**config.mk**
```make
export PLATFORM = sky130hd
export DESIGN_NAME = cmpis_top
export DESIGN_NICKNAME = d
export VERILOG_FILES = /design/src/cmpis_pkg.sv /design/src/cmpis_sense.sv /design/src/cmpis_sync.sv /design/src/cmpis_top.sv
export VERILOG_INCLUDE_DIRS = /design/src /design/src/src
export SDC_FILE = /design/constraint.sdc
export NUM_CORES = 1
export LEC_CHECK = 0
export BUFFER_PORTS_ARGS = -buffer_cell sky130_fd_sc_hd__buf_2
export CAP_MARGIN = 10
export CORE_MARGIN = 2
export CORE_UTILIZATION = 40
export DETAILED_ROUTE_END_ITERATION = 12
export PLACE_DENSITY = 0.88
export SYNTH_ARGS = -nofsm -noshare
export SYNTH_HDL_FRONTEND = slang
export SYNTH_SLANG_ARGS = --single-unit
```
**constraint.sdc**
```tcl
create_clock -name clk_i -period 2.1 [get_ports clk_i]
set_input_delay 0.21 -clock clk_i [delete_from_list [all_inputs] [get_ports clk_i]]
set_output_delay 0.21 -clock clk_i [all_outputs]
set_load 0.01 [all_outputs]
```
**src/cmpis_map.svh**
```systemverilog
// Register offsets, field positions, reset values and sense codes for the comparator sense block.
// Assumes a 32-bit classic Wishbone slave with byte addresses and word-aligned registers.
`ifndef CMPIS_MAP_SVH
`define CMPIS_MAP_SVH

`define CMPIS_OFF_CONTROL    8'h24
`define CMPIS_OFF_STATUS     8'h00
`define CMPIS_OFF_INT_CLEAR  8'h04
`define CMPIS_OFF_INT_ENABLE 8'h08
`define CMPIS_OFF_OUTPUT     8'h0C

`define CMPIS_BIT_INVERT     1
`define CMPIS_BIT_SENSE_LO   2
`define CMPIS_BIT_SENSE_HI   3
`define CMPIS_BIT_LEVEL      4
`define CMPIS_BIT_SRC_LO     9
`define CMPIS_BIT_SRC_HI     10

`define CMPIS_CONTROL_MASK   32'h0000061E
`define CMPIS_CONTROL_RESET  32'h00000000

`define CMPIS_SENSE_LEVEL    2'h0
`define CMPIS_SENSE_FALL     2'h1
`define CMPIS_SENSE_RISE     2'h2
`define CMPIS_SENSE_BOTH     2'h3

`define CMPIS_BIT_EVT_SENSE  0
`define CMPIS_BIT_EVT_CHANGE 1
`define CMPIS_EVT_WIDTH      2

`endif

```
**src/cmpis_pkg.sv**
```systemverilog
// Types shared by the comparator sense block.
// Assumes cmpis_map.svh supplies the numeric constants.
package cmpis_pkg;

    typedef enum logic [1:0] {
        CMPIS_LEVEL,
        CMPIS_FALL,
        CMPIS_RISE,
        CMPIS_BOTH
    } cmpis_sense_type;

    typedef enum logic [1:0] {
        CMPIS_IDLE,
        CMPIS_ACK
    } cmpis_bus_type;

    function automatic cmpis_sense_type cmpis_decode_sense(input logic [1:0] code);
        case (code)
            2'h0:    cmpis_decode_sense = CMPIS_LEVEL;
            2'h1:    cmpis_decode_sense = CMPIS_FALL;
            2'h2:    cmpis_decode_sense = CMPIS_RISE;
            default: cmpis_decode_sense = CMPIS_BOTH;
        endcase
    endfunction : cmpis_decode_sense

endpackage : cmpis_pkg

```
**src/cmpis_sense.sv**
```systemverilog
// Edge and level sense stage: turns the conditioned output into a sense condition.
// Assumes a synchronised input; the previous value is held here for edge detection.
`timescale 1ns/10ps
module cmpis_sense
    import cmpis_pkg::*;
(
    // Clock and reset
    input  wire logic            clk_i,
    input  wire logic            rst_i,
    // Control
    input  wire cmpis_sense_type mode_i,
    input  wire logic            level_sel_i,
    // Signal
    input  wire logic            value_i,
    output logic                 hit_o,
    output logic                 change_o
);
    logic prev_q;
    logic rise;
    logic fall;

    always_ff @(posedge clk_i) begin
        if (rst_i) begin
            prev_q <= 1'b0;
        end else begin
            prev_q <= value_i;
        end
    end

    assign rise     = value_i & ~prev_q;
    assign fall     = ~value_i & prev_q;
    assign change_o = rise | fall;

    always_comb begin
        case (mode_i)
            CMPIS_LEVEL: hit_o = level_sel_i ? ~value_i : value_i; // RULE2 RULE6
            CMPIS_FALL:  hit_o = fall;                              // RULE1
            CMPIS_RISE:  hit_o = rise;                              // RULE1
            CMPIS_BOTH:  hit_o = rise | fall;                       // RULE1
            default:     hit_o = 1'b0;
        endcase
    end

endmodule : cmpis_sense

```
**src/cmpis_sync.sv**
```systemverilog
// Three-stage synchroniser for the asynchronous comparator output.
// Assumes one clock; the output changes only when stages two and three agree.
`timescale 1ns/10ps
module cmpis_sync (
    // Clock and reset
    input  wire logic clk_i,
    input  wire logic rst_i,
    // Signal
    input  wire logic async_i,
    output logic      level_o
);
    logic [2:0] stage_q;

    always_ff @(posedge clk_i) begin
        if (rst_i) begin
            stage_q <= 3'h0;
        end else begin
            stage_q <= {stage_q[1:0], async_i};
        end
    end

    always_ff @(posedge clk_i) begin
        if (rst_i) begin
            level_o <= 1'b0;
        end else if (stage_q[1] == stage_q[2]) begin
            level_o <= stage_q[2];
        end
    end

endmodule : cmpis_sync

```
**src/cmpis_top.sv**
```systemverilog
// Comparator output conditioning and interrupt sense, with a classic Wishbone register slave.
// Assumes the comparator output is asynchronous and software keeps reserved bits on writes.
//
// Operation
// RULE1: The two-bit sense field picks level, falling edge, rising edge or either edge as interrupt condition.
// RULE2: In level mode with the level select clear, an interrupt is requested while the output is high.
// RULE3: With the invert bit set, the comparator output is inverted before any sensing.
// RULE4: With the invert bit clear, the comparator output passes to sensing unchanged.
// RULE5: Software keeps reserved control bits by writing back what it read.
// RULE6: In level mode with the level select set, an interrupt is requested while the output is low.
`timescale 1ns/10ps
`include "cmpis_map.svh"
module cmpis_top
    import cmpis_pkg::*;
(
    // Clock and reset
    input  wire logic        clk_i,
    input  wire logic        rst_i,
    // Wishbone slave
    input  wire logic        cyc_i,
    input  wire logic        stb_i,
    input  wire logic        we_i,
    input  wire logic [7:0]  adr_i,
    input  wire logic [3:0]  sel_i,
    input  wire logic [31:0] dat_i,
    output logic [31:0]      dat_o,
    output logic             ack_o,
    output logic             err_o,
    // Comparator
    input  wire logic        cmp_out_i,
    output logic [1:0]       positive_source_select_o,
    output logic             cmp_value_o,
    // Interrupt
    output logic             irq_o
);
    logic [31:0]                   comparator_control_q;
    logic [`CMPIS_EVT_WIDTH-1:0]   int_status_q;
    logic [`CMPIS_EVT_WIDTH-1:0]   int_enable_q;
    logic [`CMPIS_EVT_WIDTH-1:0]   events;
    logic [`CMPIS_EVT_WIDTH-1:0]   clear_mask;
    logic                          cmp_sync;
    logic                          cmp_cond;
    logic                          sense_hit;
    logic                          sense_change;
    logic                          req;
    logic                          wr_take;
    logic                          addr_ok;
    logic                          hit_control;
    logic                          hit_status;
    logic                          hit_clear;
    logic                          hit_enable;
    logic                          hit_output;
    cmpis_bus_type                 bus_q;
    cmpis_sense_type               mode;

    function automatic logic [31:0] apply_sel(input logic [31:0] old, input logic [31:0] val,
                                              input logic [3:0] sel);
        logic [31:0] r;
        r = old;
        for (int i = 0; i < 4; i++) begin
            if (sel[i]) begin
                r[i*8 +: 8] = val[i*8 +: 8];
            end
        end
        apply_sel = r;
    endfunction : apply_sel

    // Registers are word aligned, so the two low address bits never take part in a match.
    function automatic logic reg_hit(input logic [7:0] adr, input logic [7:0] off);
        reg_hit = (adr[7:2] == off[7:2]);
    endfunction : reg_hit

    cmpis_sync u_sync (
        .clk_i   (clk_i),
        .rst_i   (rst_i),
        .async_i (cmp_out_i),
        .level_o (cmp_sync)
    );

    // Invert applies ahead of every consumer, including the status view.
    assign cmp_cond = comparator_control_q[`CMPIS_BIT_INVERT] ? ~cmp_sync : cmp_sync; // RULE3 RULE4
    assign mode     = cmpis_decode_sense(comparator_control_q[`CMPIS_BIT_SENSE_HI:`CMPIS_BIT_SENSE_LO]);

    cmpis_sense u_sense (
        .clk_i       (clk_i),
        .rst_i       (rst_i),
        .mode_i      (mode),
        .level_sel_i (comparator_control_q[`CMPIS_BIT_LEVEL]),
        .value_i     (cmp_cond),
        .hit_o       (sense_hit),
        .change_o    (sense_change)
    );

    assign positive_source_select_o = comparator_control_q[`CMPIS_BIT_SRC_HI:`CMPIS_BIT_SRC_LO];

    always_ff @(posedge clk_i) begin
        if (rst_i) begin
            cmp_value_o <= 1'b0;
        end else begin
            cmp_value_o <= cmp_cond;
        end
    end

    // Bus: one wait state, ack answers on the second edge of a request.
    assign req         = cyc_i & stb_i & (bus_q == CMPIS_IDLE);
    assign hit_control = reg_hit(adr_i, `CMPIS_OFF_CONTROL);
    assign hit_status  = reg_hit(adr_i, `CMPIS_OFF_STATUS);
    assign hit_clear   = reg_hit(adr_i, `CMPIS_OFF_INT_CLEAR);
    assign hit_enable  = reg_hit(adr_i, `CMPIS_OFF_INT_ENABLE);
    assign hit_output  = reg_hit(adr_i, `CMPIS_OFF_OUTPUT);
    assign addr_ok     = hit_control | hit_status | hit_clear | hit_enable | hit_output;
    // Writes land at the edge where the master sees ack, so a request withdrawn early never writes.
    assign wr_take     = cyc_i & stb_i & we_i & ack_o & addr_ok;

    always_ff @(posedge clk_i) begin
        if (rst_i) begin
            bus_q <= CMPIS_IDLE;
            ack_o <= 1'b0;
            err_o <= 1'b0;
        end else begin
            case (bus_q)
                CMPIS_IDLE: begin
                    ack_o <= req & addr_ok;
                    err_o <= req & ~addr_ok;
                    if (req) begin
                        bus_q <= CMPIS_ACK;
                    end
                end
                CMPIS_ACK: begin
                    ack_o <= 1'b0;
                    err_o <= 1'b0;
                    bus_q <= CMPIS_IDLE;
                end
                default: bus_q <= CMPIS_IDLE;
            endcase
        end
    end

    // Reserved control bits stay zero whatever software writes.
    always_ff @(posedge clk_i) begin
        if (rst_i) begin
            comparator_control_q <= `CMPIS_CONTROL_RESET;
        end else if (wr_take && hit_control) begin
            comparator_control_q <= apply_sel(comparator_control_q, dat_i, sel_i) & `CMPIS_CONTROL_MASK; // RULE5
        end
    end

    always_ff @(posedge clk_i) begin
        if (rst_i) begin
            int_enable_q <= '0;
        end else if (wr_take && hit_enable && sel_i[0]) begin
            int_enable_q <= dat_i[`CMPIS_EVT_WIDTH-1:0];
        end
    end

    assign events[`CMPIS_BIT_EVT_SENSE]  = sense_hit;    // RULE1
    assign events[`CMPIS_BIT_EVT_CHANGE] = sense_change;
    assign clear_mask = (wr_take && hit_clear && sel_i[0]) ?
                        dat_i[`CMPIS_EVT_WIDTH-1:0] : '0;

    // A level condition that persists re-sets its bit right after a clear; set wins over clear.
    always_ff @(posedge clk_i) begin
        if (rst_i) begin
            int_status_q <= '0;
        end else begin
            int_status_q <= (int_status_q & ~clear_mask) | events;
        end
    end

    assign irq_o = |(int_status_q & int_enable_q);

    always_ff @(posedge clk_i) begin
        if (rst_i) begin
            dat_o <= 32'h00000000;
        end else if (req && !we_i) begin
            case (1'b1)
                hit_control:                dat_o <= comparator_control_q;
                hit_status:                 dat_o <= {30'h00000000, int_status_q};
                hit_enable:                 dat_o <= {30'h00000000, int_enable_q};
                hit_output:                 dat_o <= {30'h00000000, cmp_value_o, 1'b0};
                default:                    dat_o <= 32'h00000000;
            endcase
        end
    end

    a_invert_path: assert property (@(posedge clk_i) disable iff (rst_i) // RULE3
        comparator_control_q[`CMPIS_BIT_INVERT] |-> (cmp_cond == ~cmp_sync))
        else $error("inverted output not applied");

    a_pass_path: assert property (@(posedge clk_i) disable iff (rst_i) // RULE4
        !comparator_control_q[`CMPIS_BIT_INVERT] |-> (cmp_cond == cmp_sync))
        else $error("output not passed unchanged");

    a_level_high: assert property (@(posedge clk_i) disable iff (rst_i) // RULE2
        (mode == CMPIS_LEVEL && !comparator_control_q[`CMPIS_BIT_LEVEL] && cmp_cond && !clear_mask[0])
        |=> int_status_q[`CMPIS_BIT_EVT_SENSE])
        else $error("level high did not set status");

    a_level_low: assert property (@(posedge clk_i) disable iff (rst_i) // RULE6
        (mode == CMPIS_LEVEL && comparator_control_q[`CMPIS_BIT_LEVEL] && !cmp_cond)
        |=> int_status_q[`CMPIS_BIT_EVT_SENSE])
        else $error("level low did not set status");

    a_rise_edge: assert property (@(posedge clk_i) disable iff (rst_i) // RULE1
        (mode == CMPIS_RISE && $rose(cmp_cond) && $stable(comparator_control_q)) |-> sense_hit)
        else $error("rising edge missed");

    a_fall_edge: assert property (@(posedge clk_i) disable iff (rst_i) // RULE1
        (mode == CMPIS_FALL && $fell(cmp_cond) && $stable(comparator_control_q)) |-> sense_hit)
        else $error("falling edge missed");

    a_no_false_edge: assert property (@(posedge clk_i) disable iff (rst_i) // RULE1
        (mode != CMPIS_LEVEL && $stable(cmp_cond) && $stable(comparator_control_q)) |-> !sense_hit)
        else $error("edge sensed without change");

    a_reserved_zero: assert property (@(posedge clk_i) disable iff (rst_i) // RULE5
        ack_o |-> ((comparator_control_q & ~`CMPIS_CONTROL_MASK) == 32'h00000000))
        else $error("reserved control bits set");

    a_both_edge: assert property (@(posedge clk_i) disable iff (rst_i) // RULE1
        (mode == CMPIS_BOTH && $changed(cmp_cond)) |-> sense_hit)
        else $error("either edge missed");

    a_fall_only: assert property (@(posedge clk_i) disable iff (rst_i) // RULE1
        (mode == CMPIS_FALL && $rose(cmp_cond)) |-> !sense_hit)
        else $error("rising edge sensed in falling mode");

    a_rise_only: assert property (@(posedge clk_i) disable iff (rst_i) // RULE1
        (mode == CMPIS_RISE && $fell(cmp_cond)) |-> !sense_hit)
        else $error("falling edge sensed in rising mode");

    a_level_quiet_high: assert property (@(posedge clk_i) disable iff (rst_i) // RULE2
        (mode == CMPIS_LEVEL && !comparator_control_q[`CMPIS_BIT_LEVEL] && !cmp_cond) |-> !sense_hit)
        else $error("low output sensed with level select clear");

    a_level_quiet_low: assert property (@(posedge clk_i) disable iff (rst_i) // RULE6
        (mode == CMPIS_LEVEL && comparator_control_q[`CMPIS_BIT_LEVEL] && cmp_cond) |-> !sense_hit)
        else $error("high output sensed with level select set");

    a_change_event: assert property (@(posedge clk_i) disable iff (rst_i)
        $changed(cmp_cond) |-> sense_change)
        else $error("output change not flagged");

    a_value_view: assert property (@(posedge clk_i) disable iff (rst_i) // RULE3 RULE4
        1'b1 |=> (cmp_value_o == $past(cmp_cond)))
        else $error("output view does not follow conditioned output");

    a_status_sticky: assert property (@(posedge clk_i) disable iff (rst_i) // RULE1
        (int_status_q[`CMPIS_BIT_EVT_SENSE] && !clear_mask[`CMPIS_BIT_EVT_SENSE])
        |=> int_status_q[`CMPIS_BIT_EVT_SENSE])
        else $error("sense status lost without a clear");

    a_clear_works: assert property (@(posedge clk_i) disable iff (rst_i)
        (int_status_q[`CMPIS_BIT_EVT_SENSE] && clear_mask[`CMPIS_BIT_EVT_SENSE] && !sense_hit)
        |=> !int_status_q[`CMPIS_BIT_EVT_SENSE])
        else $error("sense status not cleared");

    a_irq_needs_status: assert property (@(posedge clk_i) disable iff (rst_i) // RULE1
        irq_o |-> (int_status_q != '0))
        else $error("interrupt without a status bit");

    a_ack_timing: assert property (@(posedge clk_i) disable iff (rst_i)
        (req && addr_ok) |=> ack_o)
        else $error("mapped request not acknowledged");

    a_unmapped_err: assert property (@(posedge clk_i) disable iff (rst_i)
        (req && !addr_ok) |=> (err_o && !ack_o))
        else $error("unmapped request not refused");

    a_ack_single: assert property (@(posedge clk_i) disable iff (rst_i)
        ack_o |=> !ack_o)
        else $error("ack longer than one cycle");

    a_err_single: assert property (@(posedge clk_i) disable iff (rst_i)
        err_o |=> !err_o)
        else $error("err longer than one cycle");

    a_ack_err_excl: assert property (@(posedge clk_i) disable iff (rst_i)
        !(ack_o && err_o))
        else $error("ack and err together");

    a_ack_after_req: assert property (@(posedge clk_i) disable iff (rst_i)
        ack_o |-> $past(cyc_i && stb_i))
        else $error("ack without a request");

    a_control_hold: assert property (@(posedge clk_i) disable iff (rst_i)
        !(wr_take && hit_control) |=> $stable(comparator_control_q))
        else $error("control changed without a write");

    a_enable_hold: assert property (@(posedge clk_i) disable iff (rst_i)
        !(wr_take && hit_enable && sel_i[0]) |=> $stable(int_enable_q))
        else $error("enable changed without a write");

    a_err_no_write: assert property (@(posedge clk_i) disable iff (rst_i)
        err_o |=> ($stable(comparator_control_q) && $stable(int_enable_q)))
        else $error("refused request wrote a register");

    a_status_read: assert property (@(posedge clk_i) disable iff (rst_i)
        (req && !we_i && hit_status) |=> (dat_o[1:0] == $past(int_status_q)))
        else $error("status read returned wrong value");

    a_control_read: assert property (@(posedge clk_i) disable iff (rst_i)
        (req && !we_i && hit_control) |=> (dat_o == $past(comparator_control_q)))
        else $error("control read returned wrong value");

    a_clear_reads_zero: assert property (@(posedge clk_i) disable iff (rst_i)
        (req && !we_i && hit_clear) |=> (dat_o == 32'h00000000))
        else $error("clear register read not zero");

endmodule : cmpis_top

```
* Word level (Yosys, flattened, before mapping)
Index checks and enable logic that the tools add are counted.
** Storage, ports and cells
- Bits of input ports :: 50
- Register bits :: 50
- Output and inout port bits :: 38
** Operators by class
- Bitwise operators :: 23
- Equality and inequality tests :: 10
- Reductions and logical operators :: 16
- Muxes and demuxes :: 11
** Operators with widths (count)
- 6-bit by 2-bit == test with 1-bit output (second input constant) :: 2
- 11-bit two-way mux :: 1
- 1-bit bitwise AND :: 9
- 2-bit two-way mux :: 4
- 2-bit == test (second input constant) :: 3
- 6-bit by 1-bit == test with 1-bit output (second input constant) :: 1
- 6-bit by 4-bit == test with 1-bit output (second input constant) :: 1
- 1-bit logical AND :: 6
- 2-bit zero test :: 3
- 6-bit zero test :: 1
- 2-bit case mux with 3 select lines :: 1
- 1-bit NOT :: 5
- 1-bit OR :: 5
- 2-bit bitwise AND :: 2
- 2-bit by 1-bit == test with 1-bit output (second input constant) :: 2
- 1-bit case mux with 2 select lines :: 2
- 1-bit case mux with 4 select lines :: 1
- 2-bit AND reduction :: 2
- 2-bit OR reduction :: 2
- 1-bit two-way mux :: 2
- 2-bit NOT :: 1
- 2-bit OR :: 1
- 2-bit nonzero test :: 1
- 1-bit == test :: 1
- 1-bit zero test :: 1

* Depth between registers and ports, before layout
Gate-level depths: netlist of the first run.
- Word-level depth :: 12
- Mapped depth :: 6

* Hierarchy
A second synthesis of the first run with hierarchy kept.
** Unflattened totals
- Cells, all modules :: 144
- Area, all modules :: 1286.2 µm²
** Modules (own cells, without submodules)
- cmpis_top :: area an instance 1082.3 µm², cells each 125, instances 1, sequential area each 420.4 µm²
- cmpis_sync :: area an instance 112.6 µm², cells each 10, instances 1, sequential area each 80.1 µm²
- cmpis_sense :: area an instance 91.3 µm², cells each 9, instances 1, sequential area each 20.0 µm²

* Worst setup path before layout of the first run
No wires, ideal clock.
- Path kind :: register to register
- Start :: register u_sync.level_o
- End :: register int_status_q[0]
- Arrival time :: 1474 ps
- Setup slack :: 555 ps
- Buffers on the path :: 0
- Stages on the path, launching flop included :: 5
- Setup time :: 71 ps
- Period minus slack after synthesis :: 1545 ps
- Required time :: 2029 ps
- Path through :: dfxtp_1 xnor2_1 ha_1 mux4_2 a21oi_1
** On the way
- Word-level cells in the longest chain between the ends :: 7
** RTL lines
- start, declared :: line cmpis_sync.sv:10 : output logic level_o
- start signal, assigned :: line cmpis_sync.sv:26 : level_o <= stage_q[2];
- 1-bit NOT :: line cmpis_top.sv:81 : assign cmp_cond = comparator_control_q[`CMPIS_BIT_INVERT] ? ~cmp_sync : cmp_sync;
- 1-bit two-way mux * :: line cmpis_top.sv:81
- 1-bit NOT :: line cmpis_sense.sv:31, cmpis_sense.sv:36
- 1-bit bitwise AND :: line cmpis_sense.sv:31 : assign fall = ~value_i & prev_q;
- 1-bit OR :: line cmpis_sense.sv:39 : CMPIS_BOTH: hit_o = rise | fall;
- 1-bit case mux with 4 select lines * :: line cmpis_sense.sv:35 : case (mode_i)
- 2-bit OR * :: line cmpis_top.sv:166 : int_status_q <= (int_status_q & ~clear_mask) | events;
- end signal, assigned :: line cmpis_top.sv:166
- end, declared :: line cmpis_top.sv:37 : logic [`CMPIS_EVT_WIDTH-1:0] int_status_q;
Mark *: on every way between the ends. The rest lies on a longest branch, timed or not.
A chain may end at the register's enable or synchronous reset.

* Worst setup path after layout of the first run
- Start :: register comparator_control_q[1]
- End :: register int_status_q[0]
** On the way
- Word-level cells in the longest chain between the ends :: 6
** RTL lines
- start, declared :: line cmpis_top.sv:36 : logic [31:0] comparator_control_q;
- start signal, assigned :: line cmpis_top.sv:142 : comparator_control_q <= `CMPIS_CONTROL_RESET;
- start signal, assigned :: line cmpis_top.sv:144 : comparator_control_q <= apply_sel(comparator_control_q, dat_i, sel_i) & `CMPIS_CONTROL_MASK;
- 1-bit two-way mux * :: line cmpis_top.sv:81
- 1-bit NOT :: line cmpis_sense.sv:31, cmpis_sense.sv:36
- 1-bit bitwise AND :: line cmpis_sense.sv:31
- 1-bit OR :: line cmpis_sense.sv:39
- 1-bit case mux with 4 select lines * :: line cmpis_sense.sv:35
- 2-bit OR * :: line cmpis_top.sv:166
Marks and branches as above.

==> results of run 1 <==
-- registers in the layout, indices dropped and copies added, names as in the netlist --
signal	count
u_sync.level_o	1
int_enable_q	2
cmp_value_o	1
dat_o	7
u_sync.stage_q	3
bus_q	1
err_o	1
ack_o	1
comparator_control_q	6
int_status_q	2
-- worst reg2reg max path: stages (launching register included) --
cell     delay (ns)
dfxtp_1        0.36
xnor2_1        0.32
ha_1           0.32
mux4_2         0.47
a21oi_1        0.14
-- logic make-up after synthesis --
logic type,after synthesis
mux,11
compound gates,16
flops,25
xor+xnor,2
simple gates,41
fa+ha+maj,2
other cells,1
buf+inv,35
-- report_power, final --
group / switching (W) / leakage [nW] / internal (W)
Sequential: 0.00000189 / 0.202 / 0.000479
Clock: 0.000138 / 0.0150 / 0.0000743
Combinational: 0.0000522 / 0.451 / 0.0000248
-- through the flow --
stage	util, %	area (um2)	power (W)	setup slack, ns	instances
CTS	45.9	1390	0.000782	0.423	209
global route	45.9	1390	0.000814	0.255	209
global placement	45.0	1360	0.000566	0.459	205
finish	45.9	1390	0.000770	0.444	209
floorplan	-	1350	0.000568	0.555	157
detailed placement	45.0	1360	0.000568	0.458	205
-- layout by cell type, fill, tap and decap left out, types with 4 or more instances in the layout --
cell	Yosys	final
a22oi_1	5	5
nand2_1	5	5
inv_1	5	5
conb_1	1	25
o21ai_0	4	4
nor2_1	15	15
dfxtp_1	25	25
nor2b_1	6	6
buf_2	0	33
mux2i_1	9	9
-- area by class of cell --
cell class                 instances  area share (%)
inverter                           5            1.35
clock buffer                       4            1.89
multi-input combinational         97            44.4
sequential                        25            36.0
timing repair buffer              34            12.4
tap                               44            3.96
-- worst paths after layout --
check / cells after the start / slack [ns] / start / end
worst max-delay path: 4 / 0.44 / comparator_control_q[1] / int_status_q[0]
worst min-delay path: 2 / 0.1 / cmp_out_i / u_sync.stage_q[0]
worst max register to register: 4 / 0.44 / comparator_control_q[1] / int_status_q[0]
worst min register to register: 1 / 0.46 / u_sync.stage_q[0] / u_sync.stage_q[1]
-- metal layers --
metal / part of all wire [%] / wire length [um]
met4: 0 / 0
met2: 45 / 1010
met1: 45 / 1000
met3: 10 / 224
met5: 0 / 0
==> results.md, run 1 <==
Synth:
- The mux contribution to synthesized area is roughly a tenth.
- For this run, asynchronously set or reset flops after synthesis account for 0%.
- By area the synthesized netlist is led by dfxtp_1, buf_4, mux2i_1.
- The commonest cells after synthesis are buf_4, dfxtp_1, nor2_1.
- Counting every instance in the synthesized netlist gives ~130.
- The total of flip-flops plus latches after synthesis is 25.
- The area fraction in compound gates after synthesis is 8.44%.
- For this run, the leading register cell type out of synthesis is dfxtp_1.
- Summing the areas of all xor and xnor instances in the mapped netlist gives 1.39% of the synthesized area.
- After synthesis, the largest area contributor takes up between 30% and 40% of total cell area.
- The most frequently used cell type in the post-synthesis netlist is buf_4.
- Summing the sequential cell areas from Yosys gives 39.7% of the chip area.
- The number of flops mapped to enable cells by yosys is 0.
- The largest family of logic cells by synthesized area is simple AND/OR/NAND/NOR gates.
- Yosys printed 0 warnings.
- The arithmetic-cell share of the synthesized area counting full adders, half adders and majority gates is 1.99%.
- The basic-gate share of the synthesized area counting and, or, nand and nor cells is between 10% and 20%.
- The number of different library cells used by synthesis comes to 31.
- dfxtp_1 takes more of the synthesized area than any other cell.
- The average cell area after synthesis is 9.47 um2.
- The synthesized cell area is roughly 1300 um2.

Critical path:
- The critical path is of the flop to flop type.
- The largest stage delay on the critical path is 0.47 ns.
- Broken down by cell family, the worst path's largest delay share belongs to multiplexers.
- The worst path buffer plus inverter count is 0.
- Traced cell by cell, the critical path runs through xnor2_1 -> ha_1 -> mux4_2 -> a21oi_1.
- The slowest stage of the critical path belongs to the cell mux4_2.
- The kind of start point of the critical path is a flop.
- STA classifies the critical path endpoint as a flop.
- Data on the critical path is required at its endpoint by about 2.4 ns.
- The largest fanout on the critical path is 4.
- The worst endpoint data arrival time is 1.92 ns.

Timing:
- In the final timing run, aggregate negative setup slack is 0 ns.
- The hold violation count in the final report is 0.
- The count of pins over their slew limit was 0.
- Setup violations remaining at the end of the flow were counted as 0.
- Subtracting the final worst setup slack from the clock period gives 1.66 ns.
- The tightest hold path in the finished design has a slack of 0.0988 ns.
- Timing would allow up to around 0.60 GHz.
- Setup repair after global routing left no endpoint under its margin.
- The part of the cycle the worst path needs is 78.9%.
- The setup clock skew after layout is ~0.0089 ns.

Drt:
- The average wire length per cell after detail routing is 10.7 um.
- Wires add up to 2240 um.
- The detail route stage leaves a number of antenna-violating nets equal to 0.
- In the routed design, unresolved DRC markers number 0.
- The pre-antenna-repair detailed-routing pass consisted of 2 iterations.
- The count of vias placed by the detailed router is 929.
- Using the TritonRoute via totals, the vias-per-cell ratio works out to approximately 4.4.
- In this run, the number of DRC markers left after iteration 0 of detailed routing was 11.

Clock tree:
- After clock tree synthesis, the flow added hold-fix buffers numbering 0.
- In this run the post-CTS setup repair buffer count came out at 0.
- The root buffer cell is clkbuf_4.
- In this run the number of H-tree levels came out at 1.
- The clock tree buffer depth is 2.
- The total number of clock tree sinks is 25.
- Clock latency on the worst-skew pair, taken at its later pin, is 0.32 ns.
- The post-cts resize count is 0.
- Clock-pin slew was measured on the worst setup and hold paths at 0.13 ns.
- TritonCTS built the clock tree.
- The number of buffers created by CTS is 3.

Cells and area:
- The area occupied by multi-input gates is 617 um2.
- The diode insertion count for antenna repair is 0.
- Compared with the post-synthesis result, the final layout area differs by 10.3%.
- Registers take 500 um2.
- Counting the fill cells in the layout gives about 310.
- The fraction of layout cells with a size suffix above 1 is 25.5%.
- For this run, the post-layout net count is 218.

Global routing:
- After global routing, the most crowded layer is met2.
- For this run, global-route usage on met1 was measured as roughly 15%.
- For this run, the total global-route usage over all layers was measured as 12.5%.
- Global routing used 20.0% of the available met2 tracks.
- Entering global routing, the biggest net connects 24 pins.
- Global routing used under 10% of the available met3 tracks.
- The via count of the first global-routing pass is 780.
- The initial antenna violation count is 0.
- The first global-routing pass estimated about 3300 um of wire.
- The total overflow left after global routing is 0.

Floorplan:
- The die covers between 3000 and 4000 um2.
- The core region is 3030 um2.
- From left edge to right edge, the die measures approximately 60 um.
- The die is 60.1 um tall.
- The initial utilization of the core area, before any placement, comes to 41.6%.
- For this design the top-level I/O count stands at 88.
- The count of standard-cell rows is 20.

Placed design:
- The count of buffers from port buffering is 33.
- The half-perimeter wire length after detailed placement is 1750 um.
- The placer's final routability congestion estimate is 0.784.

Power:
- The analysis attributes to cell leakage a power of between 0.6 and 0.7 nW.
- The maximum ir drop on the vdd rail is 0.000317 V.
- For this design the ratio of total power to cell area is 554 nW/um2.

Hold path:
- The class of the tightest hold or removal check is input port to flop.

Job:
- The total of max-cap violations is 0.

Run status:
- The run finished with clean final reports.
(Power assumes the default switching activity.)
==> run 2: changes to the inputs <==
ABC_AREA = 1   (was not set)
CORE_UTILIZATION = 42   (was 40)
PLACE_DENSITY = 0.9   (was 0.88)
clock period = 1.6 ns   (was 2.1 ns; I/O delays follow)
==> results.md, run 2 <==
Global routing:
- The maximum number of pins on one net before global-route repair is 16 (was 24).
- The global-route usage over all layers is 13.9% (was 12.5%).
- The residual overflow from global routing is 0 (unchanged).
- The via count of the first global-routing pass is 964 (was 780).
- The wire length of the first global-routing pass is 3880 um (was 3340 um).
- The initial antenna violation count came to 0 (unchanged).

Drt:
- The DRC violation total after the first TritonRoute iteration came to 16 (was 11).
- The detailed-route DRC error count was 0 (unchanged).
- The count of vias placed by the detailed router is 1146 (was 929).
- The average vias per placed instance is 4.24 (was 4.44).
- The post-route antenna net violation count is 0 (unchanged).
- The aggregate routed wire length came to 2420 um (was 2240 um).
- The number of detailed-route iterations in the first pass came to 2 (unchanged).
- The average wire length per cell after detail routing is 8.95 um (was 10.7 um).

Clock tree:
- The number of buffers created by CTS was 3 (unchanged).
- The hold-fix buffer count after cts came to 0 (unchanged).
- The root buffer cell is clkbuf_4 (unchanged).
- The clock tree from TritonCTS is built (unchanged).
- The clock edge transition at the registers on the reported setup and hold paths was 0.14 ns (was 0.13 ns).
- The depth of the CTS H-tree is 1 (unchanged).
- The post-CTS setup repair buffer count is 0 (unchanged).
- The total number of clock tree sinks is 25 (unchanged).
- The clock tree buffer depth came to 2 (unchanged).
- The insertion delay to the later sink of the worst-skew pair is 0.32 ns (about the same).
- The post-cts resize count was 0 (unchanged).

Floorplan:
- The core area is 3080 um2 (was 3030 um2).
- The die footprint is 3710 um2 (was 3620 um2).
- The effective utilization at floorplan is 44.2% (was 41.6%).
- The boundary pin count is 88 (unchanged).
- The die extent in y is 60.9 um (was 60.1 um).
- The floorplan die width is 60.9 um (was 60.1 um).
- The count of standard-cell rows is 20 (unchanged).

Timing:
- The hold violation count in the final report is 0 (unchanged).
- The final setup violation count is 0 (unchanged).
- The count of pins over their slew limit is 0 (unchanged).
- The shortest clock period the worst path allows after layout came to 1.42 ns (was 1.66 ns).
- RSZ-0062 raised after global routing: no (unchanged).
- The part of the cycle the worst path needs was 89.0% (was 78.9%).
- The fmax was 0.702 GHz (was 0.604 GHz).
- The setup clock skew after layout was 0.00433 ns (was 0.00891 ns).
- The final worst-path setup slack is 0.176 ns (was 0.444 ns).
- The accumulated negative setup slack is 0 ns (unchanged).

Placed design:
- The placer's final routability congestion estimate was 0.908 (was 0.784).
- The worst slack at placement is 0.151 ns (was 0.458 ns).
- The half-perimeter wire length after detailed placement is 2000 um (was 1750 um).
- The count of buffers from port buffering was 33 (unchanged).
- The number of placed cells counting well taps is 266 (was 205).

Power:
- The cell-internal power is 0.000753 W (was 0.000579 W).
- The fraction of power spent switching nets came to 26.0% (was 24.9%).
- The power per standard cell area is 679 nW/um2 (was 554 nW/um2).
- The maximum ir drop on the vdd rail was 0.000253 V (was 0.000317 V).
- The leakage power total is 0.712 nW (was 0.668 nW).
- The part of the power in combinational logic is 10.0% (about the same).
- The post-route total power came to 0.00102 W (was 0.000770 W).
- The switching power came to 0.000265 W (was 0.000192 W).
- The sequential share of power is 62.0% (was 62.5%).
- The relative contribution of the clock network to total power is 28.0% (was 27.5%).

Hold path:
- The worst hold path cell count is 3 (was 2).
- The class of the tightest hold or removal check was input port to flop (unchanged).

Cells and area:
- The register ranked first by flip-flop count is dat_o (unchanged).
- The number of flip-flops in the largest register is 7 (unchanged).
- The synthesis-to-finish area growth is 10.2% (was 10.3%).
- The share of the core filled with cells was 48.7% (was 45.9%).
- The non-filler instance count after layout is 270 (was 209).
- The commonest non-fill, non-tap cell in the layout is nand2_1 (was buf_2).
- The diode insertion count for antenna repair is 0 (unchanged).
- The total of fill cells in the finished design is 343 (was 312).
- Registers with the most flip-flops: dat_o (7), comparator_control_q (6), u_sync.stage_q (3) (unchanged).
- The fraction of layout cells with a size suffix above 1 is 24.3% (was 25.5%).
- Commonest cells after routing, fill and taps aside: nand2_1, buf_2, nor2_1 (was buf_2, conb_1, dfxtp_1).
- The final-stage net count is 279 (was 218).

Synth:
- The post-synthesis cell count is 193 (was 133).
- Leading post-synthesis cells by cell area: dfxtp_1, buf_4, nand2_1 (was dfxtp_1, buf_4, mux2i_1).
- The share of the synthesized area in the top cell type is 36.8% (was 39.7%).
- The number of flops mapped to enable cells by yosys is 0 (unchanged).
- The count of synthesis-stage warnings from yosys was 0 (unchanged).
- The synthesized cell area is 1360 um2 (was 1260 um2).
- The proportion of synthesized flip-flops having asynchronous set or reset came to 0% (unchanged).
- The biggest area consumer among synthesized cells is dfxtp_1 (unchanged).
- The top flip-flop cell by instance count after synthesis is dfxtp_1 (unchanged).
- Ranking of synthesized cells by instance count: nand2_1, nor2_1, buf_4 (was buf_4, dfxtp_1, nor2_1).
- The average cell area after synthesis is 7.05 um2 (was 9.47 um2).
- The total of flip-flops plus latches after synthesis is 25 (unchanged).
- The distinct cell type count of the synthesized netlist is 21 (was 31).
- The sequential share of the synthesized area was 36.8% (was 39.7%).
- The most frequently used cell type in the post-synthesis netlist is nand2_1 (was buf_4).

Critical path:
- The end of the worst register-to-register path is int_status_q[0] (unchanged).
- The required time of the critical path is 1.82 ns (was 2.36 ns).
- The endpoint kind of the worst setup timing path is a flop (unchanged).
- The largest fanout on the critical path is 4 (unchanged).
- The worst setup path startpoint is u_sync.level_o (was comparator_control_q[1]).
- The register-to-register setup slack is 0.18 ns (was 0.44 ns).
- The cell with the biggest individual delay on the critical path is dfxtp_2 (was mux4_2).
- The worst endpoint data arrival time is 1.64 ns (was 1.92 ns).
- The largest stage delay on the critical path came to 0.36 ns (was 0.47 ns).
- The critical path capture point is int_status_q[0] (unchanged).
- Critical-path cell list: inv_1 -> nand2_1 -> nand2_2 -> inv_1 -> ha_1 -> nand3_1 -> o21ai_0 -> nor2_1 -> nand2_1 -> a21oi_1 -> nor2_1 (was xnor2_1 -> ha_1 -> mux4_2 -> a21oi_1).
- The cell count of the worst reg-to-reg path is 11 (was 4).
- The kind of start point of the critical path is a flop (unchanged).
- The startpoint of the worst register-to-register path is u_sync.level_o (was comparator_control_q[1]).
- The class of the most critical setup path is flop to flop (unchanged).

Run status:
- Result of the run: finished clean (unchanged).

Job:
- The total of max-cap violations is 0 (unchanged).
==> run 2: cell types whose count changed after synthesis, moves of 5 or more <==
cell     change
a22oi_1      -5
a21oi_1      +8
nand2_1     +31
nor2_1      +16
o21ai_0      +5
mux2i_1      -9
inv_1       +15
nand3_1      +8
nor2b_1      -6
==> run 2: cells by family after synthesis <==
| group | Yosys count | synth area share (%) |
|---|---|---|
| flip-flops | 25 | 36.8 |
| AND/OR/NAND/NOR | 92 | 31.4 |
| AO/OA/AOI/OAI | 21 | 7.91 |
| buffers and inverters | 52 | 21.8 |
| other | 1 | 0.276 |
| adder cells (fa/ha/maj) | 2 | 1.84 |
==> run 2: layout make-up <==
type | count | area, um2 | area share, %
clock buffers | 3 | 22.5 | 1.50
clock inverters | 1 | 7.51 | 0.501
inverters | 24 | 90.1 | 6.01
multi-input cells | 140 | 656 | 43.7
flip-flops and latches | 25 | 503 | 33.6
well taps | 44 | 55.1 | 3.67
repair buffers | 33 | 165 | 11.0
==> run 2: per-layer routing <==
metal / vias to the layer above / wire length [um] / track usage, %
met5: - / 0 / 0
met4: 0 / 45 / 5.28
met3: 7 / 122 / 2.77
met2: 34 / 1160 / 25.0
met1: 489 / 1090 / 16.2
li1: 616 / - / -
==> run 2: critical path, delay by kind of cell (launching register included) <==
kind / cells / cell delay [ns]
AND/OR/NAND/NOR: 6 / 0.47
flip-flops: 1 / 0.36
AO/OA/AOI/OAI: 2 / 0.19
adder cells (fa/ha/maj): 1 / 0.17
buffers and inverters: 2 / 0.13
==> run 2: power groups by stage <==
stage                     Sequential, W  Combinational (W)  Clock, W
after floorplan                0.000645           0.000107         0
after global placement         0.000645          0.0000998         0
after detailed placement       0.000645           0.000102         0
after CTS                      0.000631           0.000102  0.000297
after global routing           0.000632           0.000116  0.000329
final                          0.000631           0.000102  0.000285
==> run 2: worst min path at each step <==
stage | startpoint | end
2_1_floorplan | rst_i | dat_o[0]
3_3_place_gp | cmp_out_i | u_sync.stage_q[0]
3_5_place_dp | cmp_out_i | u_sync.stage_q[0]
4_1_cts | cmp_out_i | u_sync.stage_q[0]
5_1_grt | cmp_out_i | u_sync.stage_q[0]
6_report | cmp_out_i | u_sync.stage_q[0]
==> run 2: per-stage QoR <==
step | hold slack [ns] | instance area, um2
after floorplan | 0.229 | 1450
after global placement | 0.367 | 1460
after detailed placement | 0.367 | 1460
after CTS | 0.0157 | 1490
after global routing | 0.00137 | 1500
final | 0.0219 | 1500
